--- config.mk ---
export PLATFORM = sky130hd
export DESIGN_NAME = cfs_cube_select
export DESIGN_NICKNAME = d
export VERILOG_FILES = /design/src/rtl/cfs_pkg.sv /design/src/rtl/cfs_corner_mean.sv /design/src/rtl/cfs_cube_select.sv
export VERILOG_INCLUDE_DIRS = /design/src /design/src/rtl
export SDC_FILE = /design/constraint.sdc
export NUM_CORES = 2
export LEC_CHECK = 0
export ABC_AREA = 0
export BUFFER_PORTS_ARGS = -buffer_cell sky130_fd_sc_hd__clkbuf_2
export CORE_MARGIN = 1.5
export CORE_UTILIZATION = 64
export DETAILED_ROUTE_END_ITERATION = 6
export PLACE_DENSITY = 0.84
export SLEW_MARGIN = 20
export SYNTH_ARGS = -nofsm -noshare
export SYNTH_HDL_FRONTEND = slang
export SYNTH_SLANG_ARGS = --single-unit
--- constraint.sdc ---
create_clock -name ref_clk -period 17.1 [get_ports ref_clk]
set_clock_uncertainty 0.05 [all_clocks]
set_input_delay 0.855 -clock ref_clk [delete_from_list [all_inputs] [get_ports ref_clk]]
set_output_delay 0.855 -clock ref_clk [all_outputs]
set_load 0.05 [all_outputs]
--- src/rtl/cfs_cfg.svh ---
// Purpose: constants of the cube face select block
// Assumes: included by bare name
// Notes: widths, fixed-point layout and divider length
`ifndef CFS_CFG_SVH
`define CFS_CFG_SVH

// ==========================================================
// data widths
`define CFS_COORD_W 16
`define CFS_MAG_W 17
`define CFS_SIZE_W 12
`define CFS_IDX_W 13
`define CFS_FRAC 8
`define CFS_HALF 22'sh000080
`define CFS_U_W 21
`define CFS_NUM_W 37
`define CFS_REM_W 18
`define CFS_CNT_W 6
`define CFS_TAPS 4

// ==========================================================
// corner texel mean
`define CFS_TEX_W 32
`define CFS_CH_W 8
`define CFS_CHANS 4
`define CFS_RECIP3 9'h0AB
`define CFS_RECIP3_SH 9

`endif

--- src/rtl/cfs_pkg.sv ---
// Purpose: types and shared decoding functions of the cube face select block
// Assumes: cfs_cfg.svh holds the numbers
// Notes: face order follows the major axis table
`include "cfs_cfg.svh"
package cfs_pkg;

	// ==========================================================
	// faces and control states
	typedef enum logic [2:0] {
		CFS_POS_X = 3'h0,
		CFS_NEG_X = 3'h1,
		CFS_POS_Y = 3'h2,
		CFS_NEG_Y = 3'h3,
		CFS_POS_Z = 3'h4,
		CFS_NEG_Z = 3'h5
	} cfs_face_t;

	typedef enum logic [1:0] {
		CFS_IDLE = 2'h0,
		CFS_DIV = 2'h1,
		CFS_FIN = 2'h3,
		CFS_DONE = 2'h2
	} cfs_state_t;

	typedef enum logic [1:0] {
		CFS_EDGE_L = 2'h0,
		CFS_EDGE_R = 2'h1,
		CFS_EDGE_T = 2'h2,
		CFS_EDGE_B = 2'h3
	} cfs_edge_t;

	// ==========================================================
	// shared decoding
	typedef logic signed [`CFS_IDX_W-1:0] cfs_idx_t;

	function automatic logic [`CFS_MAG_W-1:0] mag(input logic signed [`CFS_COORD_W-1:0] v);
		logic signed [`CFS_MAG_W-1:0] e;
		e = {v[`CFS_COORD_W-1], v};
		return v[`CFS_COORD_W-1] ? 17'(-e) : 17'(e);
	endfunction

	function automatic cfs_idx_t eclamp(input cfs_idx_t v, input cfs_idx_t sz);
		if (v < 0) return 13'sh0000;
		if (v > sz - 13'sh0001) return 13'(sz - 13'sh0001);
		return v;
	endfunction

	function automatic cfs_idx_t bclamp(input cfs_idx_t v, input cfs_idx_t sz);
		if (v < -13'sh0001) return -13'sh0001;
		if (v > sz) return sz;
		return v;
	endfunction

	// neighbour face and index across edge e; k runs along the edge
	function automatic logic [28:0] nbr(input logic [2:0] f, input cfs_edge_t e,
		input cfs_idx_t k, input cfs_idx_t sz);
		cfs_idx_t m;
		cfs_idx_t r;
		m = 13'(sz - 13'sh0001);
		r = 13'(m - k);
		unique case ({f, e})
			{3'h0, CFS_EDGE_L}: return {3'h4, m, k};
			{3'h0, CFS_EDGE_R}: return {3'h5, 13'h0, k};
			{3'h0, CFS_EDGE_T}: return {3'h2, m, r};
			{3'h0, CFS_EDGE_B}: return {3'h3, m, k};
			{3'h1, CFS_EDGE_L}: return {3'h5, m, k};
			{3'h1, CFS_EDGE_R}: return {3'h4, 13'h0, k};
			{3'h1, CFS_EDGE_T}: return {3'h2, 13'h0, k};
			{3'h1, CFS_EDGE_B}: return {3'h3, 13'h0, r};
			{3'h2, CFS_EDGE_L}: return {3'h1, k, 13'h0};
			{3'h2, CFS_EDGE_R}: return {3'h0, r, 13'h0};
			{3'h2, CFS_EDGE_T}: return {3'h5, r, 13'h0};
			{3'h2, CFS_EDGE_B}: return {3'h4, k, 13'h0};
			{3'h3, CFS_EDGE_L}: return {3'h1, r, m};
			{3'h3, CFS_EDGE_R}: return {3'h0, k, m};
			{3'h3, CFS_EDGE_T}: return {3'h4, k, m};
			{3'h3, CFS_EDGE_B}: return {3'h5, r, m};
			{3'h4, CFS_EDGE_L}: return {3'h1, m, k};
			{3'h4, CFS_EDGE_R}: return {3'h0, 13'h0, k};
			{3'h4, CFS_EDGE_T}: return {3'h2, k, m};
			{3'h4, CFS_EDGE_B}: return {3'h3, k, 13'h0};
			{3'h5, CFS_EDGE_L}: return {3'h0, m, k};
			{3'h5, CFS_EDGE_R}: return {3'h1, 13'h0, k};
			{3'h5, CFS_EDGE_T}: return {3'h2, r, 13'h0};
			{3'h5, CFS_EDGE_B}: return {3'h3, r, m};
			default: return {3'h0, k, k};
		endcase
	endfunction

endpackage

--- src/rtl/cfs_corner_mean.sv ---
// Purpose: synthesises the missing corner texel of a seamless cube fetch
// Assumes: four 8-bit channels per texel
// Notes: mean of three by multiply with a reciprocal, exact for equal inputs
`timescale 1ns/1ps
`include "cfs_cfg.svh"
module cfs_corner_mean
	import cfs_pkg::*;
(
	// clock and reset
	input wire logic ref_clk,
	input wire logic sys_rst,
	input wire logic ce,
	// three available samples
	input wire logic corner_valid,
	input wire logic [`CFS_TEX_W-1:0] tex_a,
	input wire logic [`CFS_TEX_W-1:0] tex_b,
	input wire logic [`CFS_TEX_W-1:0] tex_c,
	// synthesised texel
	output logic mean_valid,
	output logic [`CFS_TEX_W-1:0] mean_texel
);

	logic [`CFS_TEX_W-1:0] mean_next;

	// ==========================================================
	// per channel mean
	for (genvar c = 0; c < `CFS_CHANS; c++) begin : g_chan
		logic [9:0] sum;
		logic [18:0] prod;
		always_comb begin
			sum = 10'(tex_a[c*`CFS_CH_W +: `CFS_CH_W]) + 10'(tex_b[c*`CFS_CH_W +: `CFS_CH_W])
				+ 10'(tex_c[c*`CFS_CH_W +: `CFS_CH_W]);
			prod = 19'(sum) * 19'(`CFS_RECIP3);
			mean_next[c*`CFS_CH_W +: `CFS_CH_W] = prod[`CFS_RECIP3_SH +: `CFS_CH_W];
		end
	end

	always_ff @(posedge ref_clk) begin
		if (sys_rst) begin
			mean_valid <= 1'b0;
			mean_texel <= 32'h0;
		end else if (ce) begin
			mean_valid <= corner_valid;
			if (corner_valid) begin
				mean_texel <= mean_next;
			end
		end
	end
endmodule

--- src/rtl/cfs_cube_select.sv ---
// Purpose: cube map face selection, face coordinates and seamless taps
// Assumes: coordinates from the fragment pipeline on ref_clk; face_size >= 1
// Notes: 37-cycle divider; one vector in flight; taps ignore wrap modes
`timescale 1ns/1ps
`include "cfs_cfg.svh"
// Functional notes
// the three coordinates form a direction from the cube centre
// the face is the largest-magnitude component with its sign
// equal magnitudes resolve by a fixed rule depending only on the vector
// each face takes its raw s, t and major value from a fixed table
// face coordinate is half of raw over abs major plus one
// programmed wrap modes are ignored; seamless handling is fixed
// nearest sampling within a level always uses edge clamping
// linear sampling within a level uses border clamping
// a tap in the border of one axis comes from the neighbour face
// a tap in both borders is synthesised as mean of three samples
// three equal samples yield that same corner value
// edge clamping keeps indices within zero to size minus one
// border clamping keeps indices within minus one to size
// ties prefer X over Y and Y over Z
module cfs_cube_select
	import cfs_pkg::*;
(
	// clock and reset
	input wire logic ref_clk,
	input wire logic sys_rst,
	input wire logic ce,
	// direction vector in
	input wire logic in_valid,
	output logic in_ready,
	input wire logic signed [`CFS_COORD_W-1:0] in_s,
	input wire logic signed [`CFS_COORD_W-1:0] in_t,
	input wire logic signed [`CFS_COORD_W-1:0] in_r,
	input wire logic in_linear,
	input wire logic [`CFS_SIZE_W-1:0] in_face_size,
	// taps out
	output logic out_valid,
	input wire logic out_ready,
	output logic [2:0] out_face,
	output logic out_linear,
	output logic [`CFS_U_W-1:0] face_s,
	output logic [`CFS_U_W-1:0] face_t,
	output logic [`CFS_FRAC-1:0] frac_s,
	output logic [`CFS_FRAC-1:0] frac_t,
	output logic [`CFS_TAPS-1:0][2:0] tap_face,
	output logic [`CFS_TAPS-1:0][`CFS_IDX_W-1:0] tap_i,
	output logic [`CFS_TAPS-1:0][`CFS_IDX_W-1:0] tap_j,
	output logic [`CFS_TAPS-1:0] tap_nbr,
	output logic [`CFS_TAPS-1:0] tap_corner,
	// corner synthesis
	input wire logic corner_valid,
	input wire logic [`CFS_TEX_W-1:0] corner_a,
	input wire logic [`CFS_TEX_W-1:0] corner_b,
	input wire logic [`CFS_TEX_W-1:0] corner_c,
	output logic corner_out_valid,
	output logic [`CFS_TEX_W-1:0] corner_texel
);

	// ==========================================================
	// face selection and raw coordinates
	cfs_state_t state_reg;
	logic [`CFS_MAG_W-1:0] ax, ay, az, ama;
	logic [2:0] face_next;
	logic signed [`CFS_MAG_W-1:0] px, py, pz, sc, tc;
	logic [`CFS_MAG_W-1:0] ssum, tsum;
	logic signed [`CFS_COORD_W-1:0] vx_reg, vy_reg, vz_reg;

	always_comb begin
		ax = mag(in_s);
		ay = mag(in_t);
		az = mag(in_r);
		px = {in_s[`CFS_COORD_W-1], in_s};
		py = {in_t[`CFS_COORD_W-1], in_t};
		pz = {in_r[`CFS_COORD_W-1], in_r};
		if (ax >= ay && ax >= az) begin
			face_next = in_s[`CFS_COORD_W-1] ? CFS_NEG_X : CFS_POS_X;
			ama = ax;
		end else if (ay >= az) begin
			face_next = in_t[`CFS_COORD_W-1] ? CFS_NEG_Y : CFS_POS_Y;
			ama = ay;
		end else begin
			face_next = in_r[`CFS_COORD_W-1] ? CFS_NEG_Z : CFS_POS_Z;
			ama = az;
		end
		sc = (face_next == CFS_POS_X) ? -pz : (face_next == CFS_NEG_X) ? pz :
			(face_next == CFS_NEG_Z) ? -px : px;
		tc = (face_next == CFS_POS_Y) ? pz : (face_next == CFS_NEG_Y) ? -pz : -py;
		ssum = 17'(sc + $signed(ama));
		tsum = 17'(tc + $signed(ama));
	end

	// ==========================================================
	// divider: size * (raw + |major|) / (2 |major|) in 1/256 texel units
	logic [`CFS_NUM_W-1:0] num_s_reg, num_t_reg, quo_s_reg, quo_t_reg;
	logic [`CFS_REM_W-1:0] rem_s_reg, rem_t_reg, den_reg;
	logic [`CFS_CNT_W-1:0] cnt_reg;
	logic [`CFS_REM_W:0] trial_s, trial_t;
	logic [`CFS_SIZE_W-1:0] size_reg;
	logic linear_reg, accept;
	logic [2:0] face_reg;

	assign accept = in_valid && in_ready;
	assign trial_s = {rem_s_reg, num_s_reg[`CFS_NUM_W-1]};
	assign trial_t = {rem_t_reg, num_t_reg[`CFS_NUM_W-1]};

	always_ff @(posedge ref_clk) begin
		if (sys_rst) begin
			state_reg <= CFS_IDLE;
			in_ready <= 1'b0;
			cnt_reg <= 6'h0;
		end else if (ce) begin
			unique case (state_reg)
				CFS_IDLE: begin
					in_ready <= !accept;
					if (accept) begin
						state_reg <= CFS_DIV;
						cnt_reg <= 6'(`CFS_NUM_W - 1);
					end
				end
				CFS_DIV: begin
					cnt_reg <= cnt_reg - 6'h01;
					if (cnt_reg == 6'h0) state_reg <= CFS_FIN;
				end
				CFS_FIN: state_reg <= CFS_DONE;
				CFS_DONE: begin
					if (out_ready) begin
						state_reg <= CFS_IDLE;
						in_ready <= 1'b1;
					end
				end
			endcase
		end
	end

	// datapath needs no reset: nothing reads it before a vector is taken
	always_ff @(posedge ref_clk) begin
		if (ce) begin
			if (state_reg == CFS_IDLE && accept) begin
				num_s_reg <= {29'(ssum * in_face_size), 8'h0};
				num_t_reg <= {29'(tsum * in_face_size), 8'h0};
				den_reg <= (ama == 17'h0) ? 18'h1 : {ama, 1'b0};
				rem_s_reg <= 18'h0;
				rem_t_reg <= 18'h0;
				size_reg <= in_face_size;
				linear_reg <= in_linear;
				face_reg <= face_next;
				vx_reg <= in_s;
				vy_reg <= in_t;
				vz_reg <= in_r;
			end else if (state_reg == CFS_DIV) begin
				num_s_reg <= num_s_reg << 1;
				num_t_reg <= num_t_reg << 1;
				rem_s_reg <= (trial_s >= {1'b0, den_reg}) ? 18'(trial_s - den_reg) : 18'(trial_s);
				rem_t_reg <= (trial_t >= {1'b0, den_reg}) ? 18'(trial_t - den_reg) : 18'(trial_t);
				quo_s_reg <= {quo_s_reg[`CFS_NUM_W-2:0], trial_s >= {1'b0, den_reg}};
				quo_t_reg <= {quo_t_reg[`CFS_NUM_W-2:0], trial_t >= {1'b0, den_reg}};
			end
		end
	end

	// ==========================================================
	// texel indices and seamless taps
	cfs_idx_t sz, ni, nj, i0, i1, j0, j1;
	logic signed [`CFS_U_W:0] us, ut;
	logic [2:0] tf_n [`CFS_TAPS];
	cfs_idx_t ti_n [`CFS_TAPS], tj_n [`CFS_TAPS];
	logic nbr_n [`CFS_TAPS], cor_n [`CFS_TAPS];

	always_comb begin
		sz = $signed({1'b0, size_reg});
		ni = eclamp($signed({1'b0, quo_s_reg[`CFS_U_W-2:`CFS_FRAC]}), sz);
		nj = eclamp($signed({1'b0, quo_t_reg[`CFS_U_W-2:`CFS_FRAC]}), sz);
		us = $signed({1'b0, quo_s_reg[`CFS_U_W-1:0]}) - `CFS_HALF;
		ut = $signed({1'b0, quo_t_reg[`CFS_U_W-1:0]}) - `CFS_HALF;
		i0 = bclamp(13'(us >>> `CFS_FRAC), sz);
		j0 = bclamp(13'(ut >>> `CFS_FRAC), sz);
		i1 = bclamp(13'(i0 + 13'sh0001), sz);
		j1 = bclamp(13'(j0 + 13'sh0001), sz);
	end

	for (genvar g = 0; g < `CFS_TAPS; g++) begin : g_tap
		cfs_idx_t ci, cj;
		logic bs, bt;
		always_comb begin
			ci = (g % 2 != 0) ? i1 : i0;
			cj = (g / 2 != 0) ? j1 : j0;
			bs = (ci == -13'sh0001) || (ci == sz);
			bt = (cj == -13'sh0001) || (cj == sz);
			tf_n[g] = face_reg;
			ti_n[g] = ci;
			tj_n[g] = cj;
			nbr_n[g] = 1'b0;
			cor_n[g] = 1'b0;
			if (!linear_reg) begin
				ti_n[g] = ni;
				tj_n[g] = nj;
			end else if (bs && bt) begin
				cor_n[g] = 1'b1;
				ti_n[g] = 13'sh0000;
				tj_n[g] = 13'sh0000;
			end else if (bs) begin
				nbr_n[g] = 1'b1;
				{tf_n[g], ti_n[g], tj_n[g]} = nbr(face_reg,
					(ci < 0) ? CFS_EDGE_L : CFS_EDGE_R, cj, sz);
			end else if (bt) begin
				nbr_n[g] = 1'b1;
				{tf_n[g], ti_n[g], tj_n[g]} = nbr(face_reg,
					(cj < 0) ? CFS_EDGE_T : CFS_EDGE_B, ci, sz);
			end
		end
	end

	always_ff @(posedge ref_clk) begin
		if (sys_rst) begin
			out_valid <= 1'b0;
			out_face <= 3'h0;
			out_linear <= 1'b0;
			face_s <= 21'h0;
			face_t <= 21'h0;
			frac_s <= 8'h0;
			frac_t <= 8'h0;
			tap_face <= '0;
			tap_i <= '0;
			tap_j <= '0;
			tap_nbr <= 4'h0;
			tap_corner <= 4'h0;
		end else if (ce) begin
			if (state_reg == CFS_FIN) begin
				out_valid <= 1'b1;
				out_face <= face_reg;
				out_linear <= linear_reg;
				face_s <= quo_s_reg[`CFS_U_W-1:0];
				face_t <= quo_t_reg[`CFS_U_W-1:0];
				frac_s <= linear_reg ? us[`CFS_FRAC-1:0] : 8'h0;
				frac_t <= linear_reg ? ut[`CFS_FRAC-1:0] : 8'h0;
				for (int k = 0; k < `CFS_TAPS; k++) begin
					tap_face[k] <= tf_n[k];
					tap_i[k] <= ti_n[k];
					tap_j[k] <= tj_n[k];
					tap_nbr[k] <= nbr_n[k];
					tap_corner[k] <= cor_n[k];
				end
			end else if (state_reg == CFS_DONE && out_ready) begin
				out_valid <= 1'b0;
			end
		end
	end

	cfs_corner_mean u_corner (
		.ref_clk(ref_clk),
		.sys_rst(sys_rst),
		.ce(ce),
		.corner_valid(corner_valid),
		.tex_a(corner_a),
		.tex_b(corner_b),
		.tex_c(corner_c),
		.mean_valid(corner_out_valid),
		.mean_texel(corner_texel)
	);
endmodule

==> flow_summary.rst <==
.. list-table::
   :header-rows: 1

   * - Metric
     - Value
   * - Status
     - complete, but fails checks
   * - Failing checks
     - DRC
   * - Critical Path AT
     - 15.10 ns
   * - Max-slew violation count
     - 0
   * - CTS Sinks
     - 399
   * - Number of hold buffers added after CTS
     - 0
   * - Maximum number of pins on one net before global-route repair
     - 105
   * - Root buffer cell
     - clkbuf_16
   * - Peak clock frequency supported by timing
     - 67.52 MHz
   * - Dominant combinational cell family by area after synthesis
     - adder cells
   * - Met3 layer usage reported by global route
     - 0.1540
   * - Gates resized, CTS repair
     - 0
   * - Number of register bits inferred by synthesis
     - 399
   * - Final worst path period need
     - 14.81 ns
   * - Slowest library cell on the worst path
     - o41ai_1
   * - Antenna viol nets, final
     - 0
   * - Slew @ Worst Pin
     - 1.371 ns
   * - # port buffers
     - 383
   * - Final Util
     - 0.6993
   * - Endpoint kind of the worst setup timing path
     - flop
   * - Site Rows
     - 108
   * - Area post-placement
     - 0.05887 mm2
   * - Count of different cell masters after synthesis
     - 99
   * - Boundary Pins
     - 384
   * - Std-Cell Core Area
     - 0.08662 mm2
   * - Synthesized area per cell
     - 7.915 um2
   * - Post-synthesis share of cell area spent on full adders, half adders and majority gates
     - 0.2791
   * - Mean routed wirelength per cell
     - 28.07 um
   * - Final sum of negative setup slack
     - 0 ns
   * - HPWL after DPL
     - 173.9 mm
   * - Number of buffers added for setup after CTS
     - 0
   * - Clock slew seen by the registers of the worst setup and hold paths
     - 0.07 ns
   * - Post-route clock period utilization
     - 0.8661
   * - Compound-Gate Fraction of Synth Area
     - 0.2071
   * - Global route hottest layer
     - met2
   * - # fillers
     - 6372
   * - Die Footprint
     - 0.08902 mm2
   * - Setup violation total in the final timing report
     - 0
   * - Met1 capacity usage during global routing
     - 0.5889
   * - Post-route cell area
     - 0.06058 mm2
   * - Fraction of final layout cells with drive strength greater than 1
     - 0.1077
   * - Syn Inst Count
     - 7054
   * - CTS H-tree depth
     - 2
   * - Nets
     - 8390
   * - Antenna violations before repair
     - 20
   * - Critical Path Start Type
     - input pin
   * - CTS Buf Count
     - 47
   * - Bufs on Longest Clock Path
     - 3
   * - Placed instance count
     - 8318
   * - Height of the die
     - 298.4 um
   * - Initial Utilization
     - 0.6446
   * - All-Layer GR Usage
     - 0.5178
   * - Synth warnings
     - 0
   * - Synth Area in XOR/XNOR
     - 0.05710
   * - Flip-flop and latch area
     - 0.009689 mm2
   * - Clock network latency to the later pin of the worst-skew pair
     - 0.65 ns
   * - Detailed Route Iter0 Violations
     - 8564
   * - Floorplan die width
     - 298.4 um
   * - Required time of the critical path
     - 17.39 ns
   * - Max-Slew Margin vs Limit
     - 0.07997
   * - Mux cell area share after synthesis
     - 0.02656
   * - Final Routed Wirelength
     - 236.5 mm
   * - Total via count after detailed routing
     - 58524
   * - Worst setup path category
     - input pin to flop
   * - Number of flops mapped to enable cells by yosys
     - 170
   * - Final standard cell count with taps included and fillers excluded
     - 8426
   * - Largest driver fanout on the critical path
     - 30
   * - Maximum cell stage delay along the critical path
     - 0.73 ns
   * - First-pass GRT wire length
     - 350.3 mm
   * - RSZ-0062 raised after global routing
     - no
   * - Final weighted congestion in routability-driven placement
     - 1.146
   * - Post-route DRC
     - 39
   * - CTS tree
     - done
   * - Vias in the first global route
     - 58006
   * - Part of the Yosys area used for sequential elements
     - 0.1735
   * - Worst Hold Class
     - input pin to flop
   * - Per-cell via count in the routed design
     - 6.946
   * - Area of the multi-input gates
     - 0.04198 mm2
   * - GR Layer Usage met2
     - 0.7922
   * - Number of detailed-route iterations in the first pass
     - 7
   * - Hold Fails Final Rpt
     - 0
   * - Most used DFF post-synth
     - dfxtp_1
   * - Biggest registers after layout
     - tap_i: 52 flops, tap_j: 52 flops, u_corner.mean_texel: 32 flops
   * - Number of nets produced by synthesis
     - 8232
   * - Layout-stage area growth over the synthesis result
     - 8.498%
   * - Async SR Flop Fraction
     - 0
   * - Dominant cell type by count on the critical path
     - a21oi_1
   * - Overflow left after global routing
     - 0
   * - Cell Area, Synth
     - 0.05583 mm2
   * - Simple-gate portion of the synthesized area
     - 0.1783
   * - Number of max-capacitance violations reported
     - 0
==> synthesized netlist by cell type, drive strengths merged, types with 15 or more instances <==
master | count | area share
or3 | 54 | 0.0061
nand2 | 881 | 0.059
nor2b | 58 | 0.0065
ha | 631 | 0.14
and3 | 33 | 0.0037
edfxtp | 170 | 0.091
buf | 57 | 0.0052
mux2i | 95 | 0.017
fa | 384 | 0.14
nand2b | 48 | 0.0054
and2 | 169 | 0.019
a211oi | 88 | 0.012
dfxtp | 229 | 0.082
nand3 | 121 | 0.011
xor2 | 114 | 0.018
a21boi | 32 | 0.0043
o21bai | 69 | 0.0093
a21o | 68 | 0.0091
o2111ai | 18 | 0.0029
o31ai | 37 | 0.0051
o221ai | 52 | 0.0082
o22ai | 64 | 0.0072
o211ai | 63 | 0.0086
nor2 | 501 | 0.034
xnor2 | 250 | 0.039
o21ai | 434 | 0.039
o31a | 23 | 0.0036
mux2 | 45 | 0.0091
nor4 | 40 | 0.0046
nand4 | 38 | 0.0043
a221oi | 31 | 0.0050
a22oi | 31 | 0.0042
inv | 698 | 0.047
o21a | 51 | 0.0069
nor4b | 18 | 0.0029
a2111oi | 15 | 0.0027
or4 | 19 | 0.0027
nor3 | 116 | 0.010
a21oi | 578 | 0.052
clkbuf | 379 | 0.026
or2 | 22 | 0.0025
a31oi | 47 | 0.0053
==> cell usage in the layout (no fill, tap or decap), drive strengths merged, types with 170 or more instances in the layout <==
cell type,Yosys,final
nand2,881,881
inv,698,703
ha,631,631
a21oi,578,578
nor2,501,501
clkbuf,379,438
o21ai,434,434
fa,384,384
xnor2,250,250
dfxtp,229,229
edfxtp,170,170
==> cell type report <==
type | instances | area share
multi-input cells | 5512 | 0.6930
flip-flops and latches | 399 | 0.1600
diodes | 20 | 0.0008262
repair buffers | 545 | 0.05193
clock inverters | 32 | 0.005226
clock buffers | 56 | 0.02134
inverters | 707 | 0.04385
well taps | 1155 | 0.02386
==> critical path, delay by kind of cell <==
family / cells / cell delay, ns
fa+ha+maj: 11 / 4.36
xor+xnor: 2 / 0.57
compound gates: 20 / 4.53
buf+inv: 6 / 0.53
simple gates: 16 / 4.18
==> per-stage QoR <==
stage / hold slack (ns) / setup WS, ns
floorplan: 0.3908 / 3.604
global placement: 0.3902 / 2.542
detailed placement: 0.3928 / 2.044
CTS: 0.3733 / 2.707
global route: 0.3939 / 1.359
finish: 0.3865 / 2.290
==> cell families (layout without fill, tap and decap cells) <==
kind of cell	Yosys count	in the layout
muxes	140	140
buffers and inverters	1143	1340
DFF	399	399
other	0	20
adders and majority gates	1015	1015
xor gates and xnor gates	364	364
AOI/OAI and AO/OA	1833	1833
and+or+nand+nor	2160	2160
==> path summary, 6_finish.rpt <==
path	to	slack (ns)	cells past startpoint	from
max reg2reg	tap_j[50]	3.85	42	quo_s_reg[7]
min reg2reg	u_corner.mean_texel[10]	0.40	2	u_corner.mean_texel[10]
min	linear_reg	0.39	1	in_linear
max	num_t_reg[36]	2.29	55	in_t[0]
==> routing by layer <==
layer / up-vias / wire length [um]
met5: - / 38
li1: 24863 / -
met3: 1554 / 29910
met1: 27340 / 79470
met4: 6 / 25670
met2: 4761 / 101400
Power is left out: the tool's default activity adds up to more than one toggle a clock period on the data nets, which glitch-free logic cannot reach.
